**config.mk**
```make
export PLATFORM = sky130hd
export DESIGN_NAME = adc_channel_mode_control
export DESIGN_NICKNAME = d
export VERILOG_FILES = /design/src/adc_ctrl_pkg.sv /design/src/adc_channel_mode_control.sv /design/src/pin_sync.sv /design/src/gain_decode.sv
export SDC_FILE = /design/constraint.sdc
export NUM_CORES = 1
export LEC_CHECK = 0
export BUFFER_PORTS_ARGS = -buffer_cell sky130_fd_sc_hd__buf_4
export CORE_MARGIN = 2
export CORE_UTILIZATION = 58
export DETAILED_ROUTE_END_ITERATION = 12
export HOLD_SLACK_MARGIN = 0.02
export PLACE_DENSITY = 0.78
export RECOVER_POWER = 100
export SLEW_MARGIN = 20
export SYNTH_ARGS = -nofsm -noshare
export SYNTH_HDL_FRONTEND = slang
export SYNTH_HIERARCHICAL = 1
export SYNTH_SLANG_ARGS = --single-unit
```
**constraint.sdc**
```tcl
create_clock -name sys_clk_i -period 2.1 [get_ports sys_clk_i]
set_input_delay 0.42 -clock sys_clk_i [delete_from_list [all_inputs] [get_ports sys_clk_i]]
set_output_delay 0.42 -clock sys_clk_i [all_outputs]
set_load 0.05 [all_outputs]
```
**src/adc_ctrl_pkg.sv**
```systemverilog
package adc_ctrl_pkg;

  // ***************************************************
  // Widths and codes
  // ***************************************************
  localparam int CHAN_W = 3;
  localparam int GAIN_W = 5;
  localparam int WAKE_W = 12;
  localparam logic [CHAN_W-1:0] CHAN_FIRST = 3'h0;
  localparam logic [CHAN_W-1:0] CHAN_LAST = 3'h7;
  localparam logic [CHAN_W-1:0] CHAN_RESET = 3'h0;
  localparam logic [GAIN_W-1:0] GAIN_UNITY = 5'h01;

  // ***************************************************
  // Timing
  // ***************************************************
  localparam int CLK_PERIOD_NS = 50;
  localparam int WAKE_TIME_NS = 1000;
  localparam int WAKE_CYCLES = (WAKE_TIME_NS + CLK_PERIOD_NS - 1) / CLK_PERIOD_NS;

  // ***************************************************
  // Power states
  // ***************************************************
  typedef enum logic [1:0] {
    PWR_DOWN = 2'b00,
    PWR_WAKE = 2'b01,
    PWR_RUN = 2'b10
  } pwr_state_t;

endpackage

```
**src/adc_channel_mode_control.sv**
```systemverilog
// Behaviour
// Low power_down_n puts device in power-down until released.
// Host drives power_down_n low when idle and no conversion needed.
// Power-down during conversion aborts it and floats serial output.
// Leave power-down on release high, ready after wake-up interval.
// Normal mode: first sample after wake invalid; selections apply one sample later.
// Low-power mode: first sample after wake valid, uses latched selections.
// Undriven power_down_n reads high through pull-up.
// Bypass high routes multiplexer straight to converter, skipping gain stage.
// Bypass high ignores gain selects; low restores their control.
// low_power_select high gives low-power mode, low gives normal.
// Undriven low_power_select reads low through pull-down.
// Sequencer enable high starts sequencing at next convert-start rise.
// Sequencer selects channel 0 first, advancing one per rise to 7.
// Sequencer wraps 7 to 0 while enable stays high.
// Sequencer enable high ignores channel-select inputs.
// Sequencing off selects channel equal to the 3-bit select value.
// Fall of convert-start starts conversion; output driven only while low.
// Gain codes decode to 1,2,3,4,6,8,12,16; bypass forces 1.
// Channel and gain selects latch on convert-start rise.
// Each rise of sequencer enable restarts sequence at channel 0; code advances from last channel if a convert-start rise shares its cycle.
// Power-down ignores convert-start edges; no conversion, no advance.
module adc_channel_mode_control #(
  parameter int CONV_CYCLES = 20
) (
  input wire logic sys_clk_i,
  input wire logic rst_n_i,
  input wire logic power_down_n_i,
  input wire logic power_down_n_driven_i,
  input wire logic low_power_select_i,
  input wire logic low_power_select_driven_i,
  input wire logic gain_stage_bypass_i,
  input wire logic seq_enable_i,
  input wire logic chan_sel_msb_i,
  input wire logic chan_sel_mid_i,
  input wire logic chan_sel_lsb_i,
  input wire logic gain_sel_msb_i,
  input wire logic gain_sel_mid_i,
  input wire logic gain_sel_lsb_i,
  input wire logic convert_start_bar_i,
  input wire logic result_bit_i,
  output logic powered_down_o,
  output logic ready_o,
  output logic low_power_mode_o,
  output logic gain_stage_bypass_o,
  output logic busy_o,
  output logic conv_start_o,
  output logic conv_abort_o,
  output logic sample_valid_o,
  output logic [adc_ctrl_pkg::CHAN_W-1:0] active_chan_o,
  output logic [adc_ctrl_pkg::GAIN_W-1:0] active_gain_o,
  output logic serial_result_out_o,
  output logic serial_result_out_oe_o
);

  // ***************************************************
  // Pin synchronisers
  // ***************************************************
  localparam int NPIN = 14;
  logic [NPIN-1:0] pin_raw;
  logic [NPIN-1:0] pin_s;
  logic pd_n_s, pd_drv_s, lp_s, lp_drv_s, byp_s, seq_s, csb_s, res_s;
  logic [2:0] chan_pins, gain_pins;

  assign pin_raw = {power_down_n_i, power_down_n_driven_i, low_power_select_i,
                    low_power_select_driven_i, gain_stage_bypass_i, seq_enable_i,
                    chan_sel_msb_i, chan_sel_mid_i, chan_sel_lsb_i,
                    gain_sel_msb_i, gain_sel_mid_i, gain_sel_lsb_i,
                    convert_start_bar_i, result_bit_i};

  pin_sync #(
    .WIDTH(NPIN)
  ) u_sync (
    .sys_clk_i(sys_clk_i),
    .rst_n_i(rst_n_i),
    .async_i(pin_raw),
    .reset_val_i(14'h2000),
    .sync_o(pin_s)
  );

  assign {pd_n_s, pd_drv_s, lp_s, lp_drv_s, byp_s, seq_s} = pin_s[13:8];
  assign chan_pins = pin_s[7:5];
  assign gain_pins = pin_s[4:2];
  assign csb_s = pin_s[1];
  assign res_s = pin_s[0];

  // Undriven pins resolve to their internal pull
  logic pd_n_eff, lp_eff;
  assign pd_n_eff = pd_drv_s ? pd_n_s : 1'b1;
  assign lp_eff = lp_drv_s ? lp_s : 1'b0;

  // ***************************************************
  // Next-state logic
  // ***************************************************
  adc_ctrl_pkg::pwr_state_t pwr, next_pwr;
  logic [adc_ctrl_pkg::WAKE_W-1:0] wake_cnt, next_wake_cnt;
  logic csb_q, next_csb_q, seq_q, next_seq_q;
  logic seq_armed, next_seq_armed;
  logic [adc_ctrl_pkg::CHAN_W-1:0] seq_chan, next_seq_chan;
  logic [2:0] lat_chan, next_lat_chan, lat_gain, next_lat_gain;
  logic lat_byp, next_lat_byp;
  logic [2:0] app_chan, next_app_chan, app_gain, next_app_gain;
  logic app_byp, next_app_byp;
  logic first_pending, next_first_pending;
  logic [7:0] conv_cnt, next_conv_cnt;
  logic next_busy, next_start, next_abort, next_valid;
  logic next_sdo, next_oe;
  logic [adc_ctrl_pkg::GAIN_W-1:0] dec_gain;
  logic [2:0] chan_src;
  logic csb_rise, csb_fall, running;

  localparam logic [adc_ctrl_pkg::WAKE_W-1:0] WAKE_LAST =
    adc_ctrl_pkg::WAKE_W'(adc_ctrl_pkg::WAKE_CYCLES - 1);
  localparam logic [7:0] CONV_LAST = 8'(CONV_CYCLES - 1);

  gain_decode u_gain (
    .bypass_i(app_byp),
    .code_i(app_gain),
    .gain_o(dec_gain)
  );

  assign running = (pwr == adc_ctrl_pkg::PWR_RUN);
  assign csb_rise = csb_s & ~csb_q & running;
  assign csb_fall = ~csb_s & csb_q & running;

  always_comb
  begin
    next_pwr = pwr;
    next_wake_cnt = wake_cnt;
    next_csb_q = csb_s;
    next_seq_q = seq_s;
    next_seq_armed = seq_armed;
    next_seq_chan = seq_chan;
    next_lat_chan = lat_chan;
    next_lat_gain = lat_gain;
    next_lat_byp = lat_byp;
    next_app_chan = app_chan;
    next_app_gain = app_gain;
    next_app_byp = app_byp;
    next_first_pending = first_pending;
    next_conv_cnt = conv_cnt;
    next_busy = busy_o;
    next_start = 1'b0;
    next_abort = 1'b0;
    next_valid = sample_valid_o;
    chan_src = chan_pins;
    case (pwr)
      adc_ctrl_pkg::PWR_DOWN:
      begin
        if (pd_n_eff)
        begin
          next_pwr = adc_ctrl_pkg::PWR_WAKE;
          next_wake_cnt = '0;
        end
      end
      adc_ctrl_pkg::PWR_WAKE:
      begin
        if (wake_cnt == WAKE_LAST)
        begin
          next_pwr = adc_ctrl_pkg::PWR_RUN;
        end
        else
        begin
          next_wake_cnt = wake_cnt + 1'b1;
        end
      end
      default:
      begin
      end
    endcase
    // Sequencer restart on each enable rise that does not share its cycle with a convert-start rise
    if (seq_s && !seq_q)
    begin
      next_seq_armed = 1'b0;
    end
    if (csb_rise)
    begin
      if (seq_s)
      begin
        next_seq_chan = seq_armed ? seq_chan + 1'b1 : adc_ctrl_pkg::CHAN_FIRST;
        next_seq_armed = 1'b1;
        chan_src = next_seq_chan;
      end
      next_lat_chan = chan_src;
      next_lat_gain = gain_pins;
      next_lat_byp = byp_s;
    end
    if (csb_fall)
    begin
      next_start = 1'b1;
      next_busy = 1'b1;
      next_conv_cnt = '0;
      if (lp_eff)
      begin
        next_app_chan = lat_chan;
        next_app_gain = lat_gain;
        next_app_byp = lat_byp;
        next_valid = 1'b1;
      end
      else
      begin
        // Normal mode applies the previous sample's selections
        next_app_chan = app_chan;
        next_app_gain = app_gain;
        next_app_byp = app_byp;
        next_valid = ~first_pending;
      end
      next_first_pending = 1'b0;
    end
    // Normal mode applies what the previous rise latched
    if (csb_rise && !lp_eff)
    begin
      next_app_chan = lat_chan;
      next_app_gain = lat_gain;
      next_app_byp = lat_byp;
    end
    if (busy_o && !csb_fall)
    begin
      if (conv_cnt == CONV_LAST)
      begin
        next_busy = 1'b0;
      end
      else
      begin
        next_conv_cnt = conv_cnt + 1'b1;
      end
    end
    if (!pd_n_eff)
    begin
      next_pwr = adc_ctrl_pkg::PWR_DOWN;
      next_abort = busy_o;
      next_busy = 1'b0;
      next_start = 1'b0;
      next_valid = 1'b0;
      next_first_pending = 1'b1;
    end
    next_oe = running && pd_n_eff && !csb_s;
    next_sdo = next_oe & res_s;
  end

  // ***************************************************
  // State registers
  // ***************************************************
  always_ff @(posedge sys_clk_i)
  begin
    if (!rst_n_i)
    begin
      pwr <= adc_ctrl_pkg::PWR_DOWN;
      wake_cnt <= '0;
      csb_q <= 1'b0;
      seq_q <= 1'b0;
      seq_armed <= 1'b0;
      seq_chan <= adc_ctrl_pkg::CHAN_RESET;
      lat_chan <= adc_ctrl_pkg::CHAN_RESET;
      lat_gain <= 3'h0;
      lat_byp <= 1'b0;
      app_chan <= adc_ctrl_pkg::CHAN_RESET;
      app_gain <= 3'h0;
      app_byp <= 1'b0;
      first_pending <= 1'b1;
      conv_cnt <= '0;
      busy_o <= 1'b0;
      conv_start_o <= 1'b0;
      conv_abort_o <= 1'b0;
      sample_valid_o <= 1'b0;
      powered_down_o <= 1'b1;
      ready_o <= 1'b0;
      low_power_mode_o <= 1'b0;
      gain_stage_bypass_o <= 1'b0;
      active_chan_o <= adc_ctrl_pkg::CHAN_RESET;
      active_gain_o <= adc_ctrl_pkg::GAIN_UNITY;
      serial_result_out_o <= 1'b0;
      serial_result_out_oe_o <= 1'b0;
    end
    else
    begin
      pwr <= next_pwr;
      wake_cnt <= next_wake_cnt;
      csb_q <= next_csb_q;
      seq_q <= next_seq_q;
      seq_armed <= next_seq_armed;
      seq_chan <= next_seq_chan;
      lat_chan <= next_lat_chan;
      lat_gain <= next_lat_gain;
      lat_byp <= next_lat_byp;
      app_chan <= next_app_chan;
      app_gain <= next_app_gain;
      app_byp <= next_app_byp;
      first_pending <= next_first_pending;
      conv_cnt <= next_conv_cnt;
      busy_o <= next_busy;
      conv_start_o <= next_start;
      conv_abort_o <= next_abort;
      sample_valid_o <= next_valid;
      powered_down_o <= (next_pwr == adc_ctrl_pkg::PWR_DOWN);
      ready_o <= (next_pwr == adc_ctrl_pkg::PWR_RUN);
      low_power_mode_o <= lp_eff;
      gain_stage_bypass_o <= app_byp;
      active_chan_o <= app_chan;
      active_gain_o <= dec_gain;
      serial_result_out_o <= next_sdo;
      serial_result_out_oe_o <= next_oe;
    end
  end

endmodule // adc_channel_mode_control

```
**src/pin_sync.sv**
```systemverilog
module pin_sync #(
  parameter int WIDTH = 1
) (
  input wire logic sys_clk_i,
  input wire logic rst_n_i,
  input wire logic [WIDTH-1:0] async_i,
  input wire logic [WIDTH-1:0] reset_val_i,
  output logic [WIDTH-1:0] sync_o
);

  logic [WIDTH-1:0] stage1;
  logic [WIDTH-1:0] stage2;
  logic [WIDTH-1:0] next_stage1;
  logic [WIDTH-1:0] next_stage2;

  always_comb
  begin
    next_stage1 = async_i;
    next_stage2 = stage1;
  end

  // Reset value comes only from constant ties at the instance
  always_ff @(posedge sys_clk_i)
  begin
    if (!rst_n_i)
    begin
      stage1 <= reset_val_i;
      stage2 <= reset_val_i;
    end
    else
    begin
      stage1 <= next_stage1;
      stage2 <= next_stage2;
    end
  end

  assign sync_o = stage2;

endmodule // pin_sync

```
**src/gain_decode.sv**
```systemverilog
module gain_decode (
  input wire logic bypass_i,
  input wire logic [2:0] code_i,
  output logic [adc_ctrl_pkg::GAIN_W-1:0] gain_o
);

  always_comb
  begin
    if (bypass_i)
    begin
      gain_o = adc_ctrl_pkg::GAIN_UNITY;
    end
    else
    begin
      case (code_i)
        3'h0: gain_o = 5'h01;
        3'h1: gain_o = 5'h02;
        3'h2: gain_o = 5'h03;
        3'h3: gain_o = 5'h04;
        3'h4: gain_o = 5'h06;
        3'h5: gain_o = 5'h08;
        3'h6: gain_o = 5'h0C;
        default: gain_o = 5'h10;
      endcase
    end
  end

endmodule // gain_decode

```
==> results.py <==
metrics = {
    "sta": {
        "setup_tns_ns": 0,
        "fmax_mhz": 528,
        "drv_slew": 0,
        "fin_skew_ns": 0.00901,
        "min_period_ns": 1.89,
        "whs_ns": 0.281,
        "worst_pin_slew_ns": 1.06,
        "rsz0062_at_grt": "no",
        "slew_headroom": 0.292,
        "setup_violations": 0,
        "layout_setup_ws_ns": 0.205,
        "final.period_utilization": 0.902,
        "hold_violations": 0,
    },
    "drt": {
        "drt_drc_violations_left": 0,
        "ant_nets": 0,
        "vias_per_cell": 5.14,
        "wire_per_inst_um": 12.6,
        "vias": 2374,
        "first_pass_iters": 4,
        "wirelength_mm": 5.81,
        "first_iter_violations": 137,
    },
    "clock_network": {
        "clock-sinks": 89,
        "clk-insertion-delay-late_ns": 0.35,
        "cts_buffers": 9,
        "cts_htree_levels": 3,
        "cts-root-buf": "clkbuf_8",
        "cts_setup_buffers": 0,
        "tritoncts": "done",
        "worst_setup_hold_path_clk_slew_ns": 0.09,
        "max-clock-path-buffers": 2,
        "cts-resized-gates": 0,
        "ctsHoldBuffers": 0,
    },
    "pwr": {
        "ir_worst_vdd_mv": 0.453,
        "p_seq_frac": 0.578,
        "powerDensity_nw_per_um2": 785,
        "p_leak_nw": 1.56,
        "internal-power_mw": 2.36,
        "clockPowerShare": 0.370,
        "p_comb_frac": 0.051,
        "p_total_mw": 3.06,
        "p_sw_frac": 0.227,
        "switchingPower_mw": 0.693,
    },
    "worst_setup_path": {
        "worstRegToRegCells": 5,
        "startpoint_type": "flop",
        "end_kind": "flop",
        "r2r_start": "pwr[0]",
        "cp_slowest_stage_delay_ns": 0.56,
        "worstPathRequired_ns": 2.32,
        "rr_endpoint": "app_chan[0]",
        "path_class": "reg -> reg",
        "r2r_slack_ns": 0.21,
        "path_cells": "and4bb_1, mux2i_2, clkbuf_2, mux2i_1, nor2_1",
        "critPathSlowestCell": "dfxtp_1",
        "critPathMaxFanout": 14,
        "arrival_ns": 2.12,
    },
    "min_path": {
        "hold-path-endpoint": "u_sync/next_stage2[7]",
        "min-delay-start": "chan_sel_msb_i",
        "hp-class": "in -> reg",
        "whs_path_depth": 2,
    },
    "place": {
        "gp_congestion": 0.794,
        "io_buffers": 33,
        "dp_hpwl_mm": 4.03,
        "place_ws_ns": 0.355,
        "placed_cell_area_sq_um": 3860,
    },
    "finish": {
        "diodes": 0,
        "fin_area_sq_um": 3890,
        "register_area_sq_um": 1780,
        "layout-drive-gt1-share": 0.121,
        "nFillCells": 489,
        "multi_input_area_sq_um": 1610,
        "synthToLayoutAreaGrowth_pct": 12.0,
        "fin_nets": 402,
    },
    "yosys": {
        "synth_top_area_frac": 0.512,
        "synthCells": 319,
        "synth_top_area_cell": "dfxtp_1",
        "seq_area_frac_synth": 0.512,
        "yosysUniqueCellTypes": 50,
        "avgSynthCellArea_sq_um": 10.9,
        "yosysWarnings": 6,
        "syn_area_sq_um": 3480,
        "synth.area.top_cells": "dfxtp_1, mux2_4, mux2i_1",
        "ys_seq_elements": 89,
    },
    "die": {
        "die_y_um": 81.4,
        "ios": 34,
        "coreArea_sq_um": 5850,
        "die-area_sq_um": 6630,
        "initial_core_util": 0.595,
        "die_w_um": 81.4,
        "rows": 28,
    },
    "global_route": {
        "antenna_found_initial": 0,
        "grt_max_degree": 29,
        "globalRoute.totalOverflow": 0,
        "grt_usage": 0.184,
        "grt_pass1_wl_mm": 9.30,
        "grt_pass1_vias": 2091,
    },
    "job": {
        "drv_cap": 0,
    },
    "outcome": {
        "status": "completed",
    },
}
[layer usage]
layer | GRT usage | wire length [um] | vias up
li1 | - | - | 1239
met1 | 0.244 | 2790 | 1066
met2 | 0.277 | 2610 | 61
met3 | 0.0495 | 325 | 8
met4 | 0.0915 | 89 | 0
met5 | 0 | 0 | -
[Yosys cell counts, drive strengths merged]
cell,count
a211oi,1
a21oi,13
a311oi,3
a31o,1
a31oi,1
a32o,1
and2,12
and2b,1
and3,4
and4,4
and4b,1
and4bb,2
buf,7
clkbuf,5
conb,2
dfxtp,89
ha,3
inv,3
mux2,28
mux2i,14
nand2,14
nand2b,5
nand3,8
nand3b,3
nand4,9
nand4bb,1
nor2,33
nor2b,5
nor3,2
nor3b,2
nor4,2
nor4b,1
o211ai,2
o21ai,9
o21bai,1
o22ai,1
o311ai,1
o31ai,5
o32ai,1
or3,3
or3b,1
or4,3
or4b,1
xnor2,3
xor2,8
[cells by family (layout without fill, tap and decap cells)]
family,Yosys count,count (layout),synth area share
other,2,28,0.00216
AOI/OAI and AO/OA,40,40,0.0727
buffers and inverters,15,57,0.0327
and+or+nand+nor,117,117,0.188
xor gates and xnor gates,11,11,0.0277
DFF,89,89,0.512
muxes,42,42,0.154
adders and majority gates,3,3,0.0108
[critical path: cells and delay by family (launching register included)]
family                 cells  cell delay, ns
and+or+nand+nor            2            0.48
DFF                        1            0.56
buffers and inverters      1            0.27
muxes                      2            0.45
[cell type report]
cell class,instances,share of cell area
clock buffer,11,0.0337
inverter,3,0.00289
tap,75,0.0241
clock inverter,4,0.0138
sequential,89,0.457
multi-input combinational,241,0.414
timing repair buffer,39,0.0540
[power by group through the flow]
| stage | Combinational, mW | Clock (mW) | Sequential [mW] |
|---|---|---|---|
| CTS | 0.189 | 1.16 | 1.77 |
| global route | 0.173 | 1.22 | 1.77 |
| floorplan | 0.141 | 0 | 1.81 |
| finish | 0.156 | 1.13 | 1.77 |
| global placement | 0.185 | 0 | 1.80 |
| detailed placement | 0.188 | 0 | 1.81 |
[flip-flops by register name, summed over array words and instances, names as in the netlist, 2 cells and up]
signal,cells
u_sync/next_stage2,14
u_sync/sync_o,14
active_chan_o,3
conv_cnt,8
pwr,2
app_chan,3
lat_gain,3
seq_chan,3
lat_chan,3
wake_cnt,12
app_gain,3
active_gain_o,5
[worst max path at each step]
| stage | from | end | slack [ns] | depth (start not counted) |
|---|---|---|---|---|
| 6_report | pwr[0] | app_chan[0] | 0.21 | 5 |
| 5_1_grt | pwr[0] | app_byp | 0.09 | 5 |
| 4_1_cts | wake_cnt[0] | wake_cnt[10] | 0.33 | 5 |
| 3_5_place_dp | wake_cnt[0] | wake_cnt[10] | 0.36 | 5 |
| 3_3_place_gp | wake_cnt[0] | wake_cnt[10] | 0.42 | 5 |
| 2_1_floorplan | wake_cnt[0] | wake_cnt[10] | 0.43 | 6 |
[cell usage in the layout, fill, tap and decap left out, types with 4 or more instances in the layout]
master    count
conb_1       28
and2_0        5
nor2_1       33
clkbuf_1     22
o21ai_0       8
nand4_1       9
a21oi_1      13
nor2b_1       5
xor2_1        8
and4_1        4
nand2_1      14
o31ai_1       5
mux2_1       18
clkbuf_8      9
mux2i_1      13
dfxtp_1      89
and3_1        4
nand2b_1      5
buf_4        16
mux2_2        8
and2_1        7
nand3_1       8
[stage by stage]
step / utilization / cells
after floorplan: - / 345
after global placement: 0.660 / 447
after detailed placement: 0.660 / 447
after CTS: 0.691 / 462
after global routing: 0.666 / 462
final: 0.666 / 462
(Power assumes the default switching activity.)
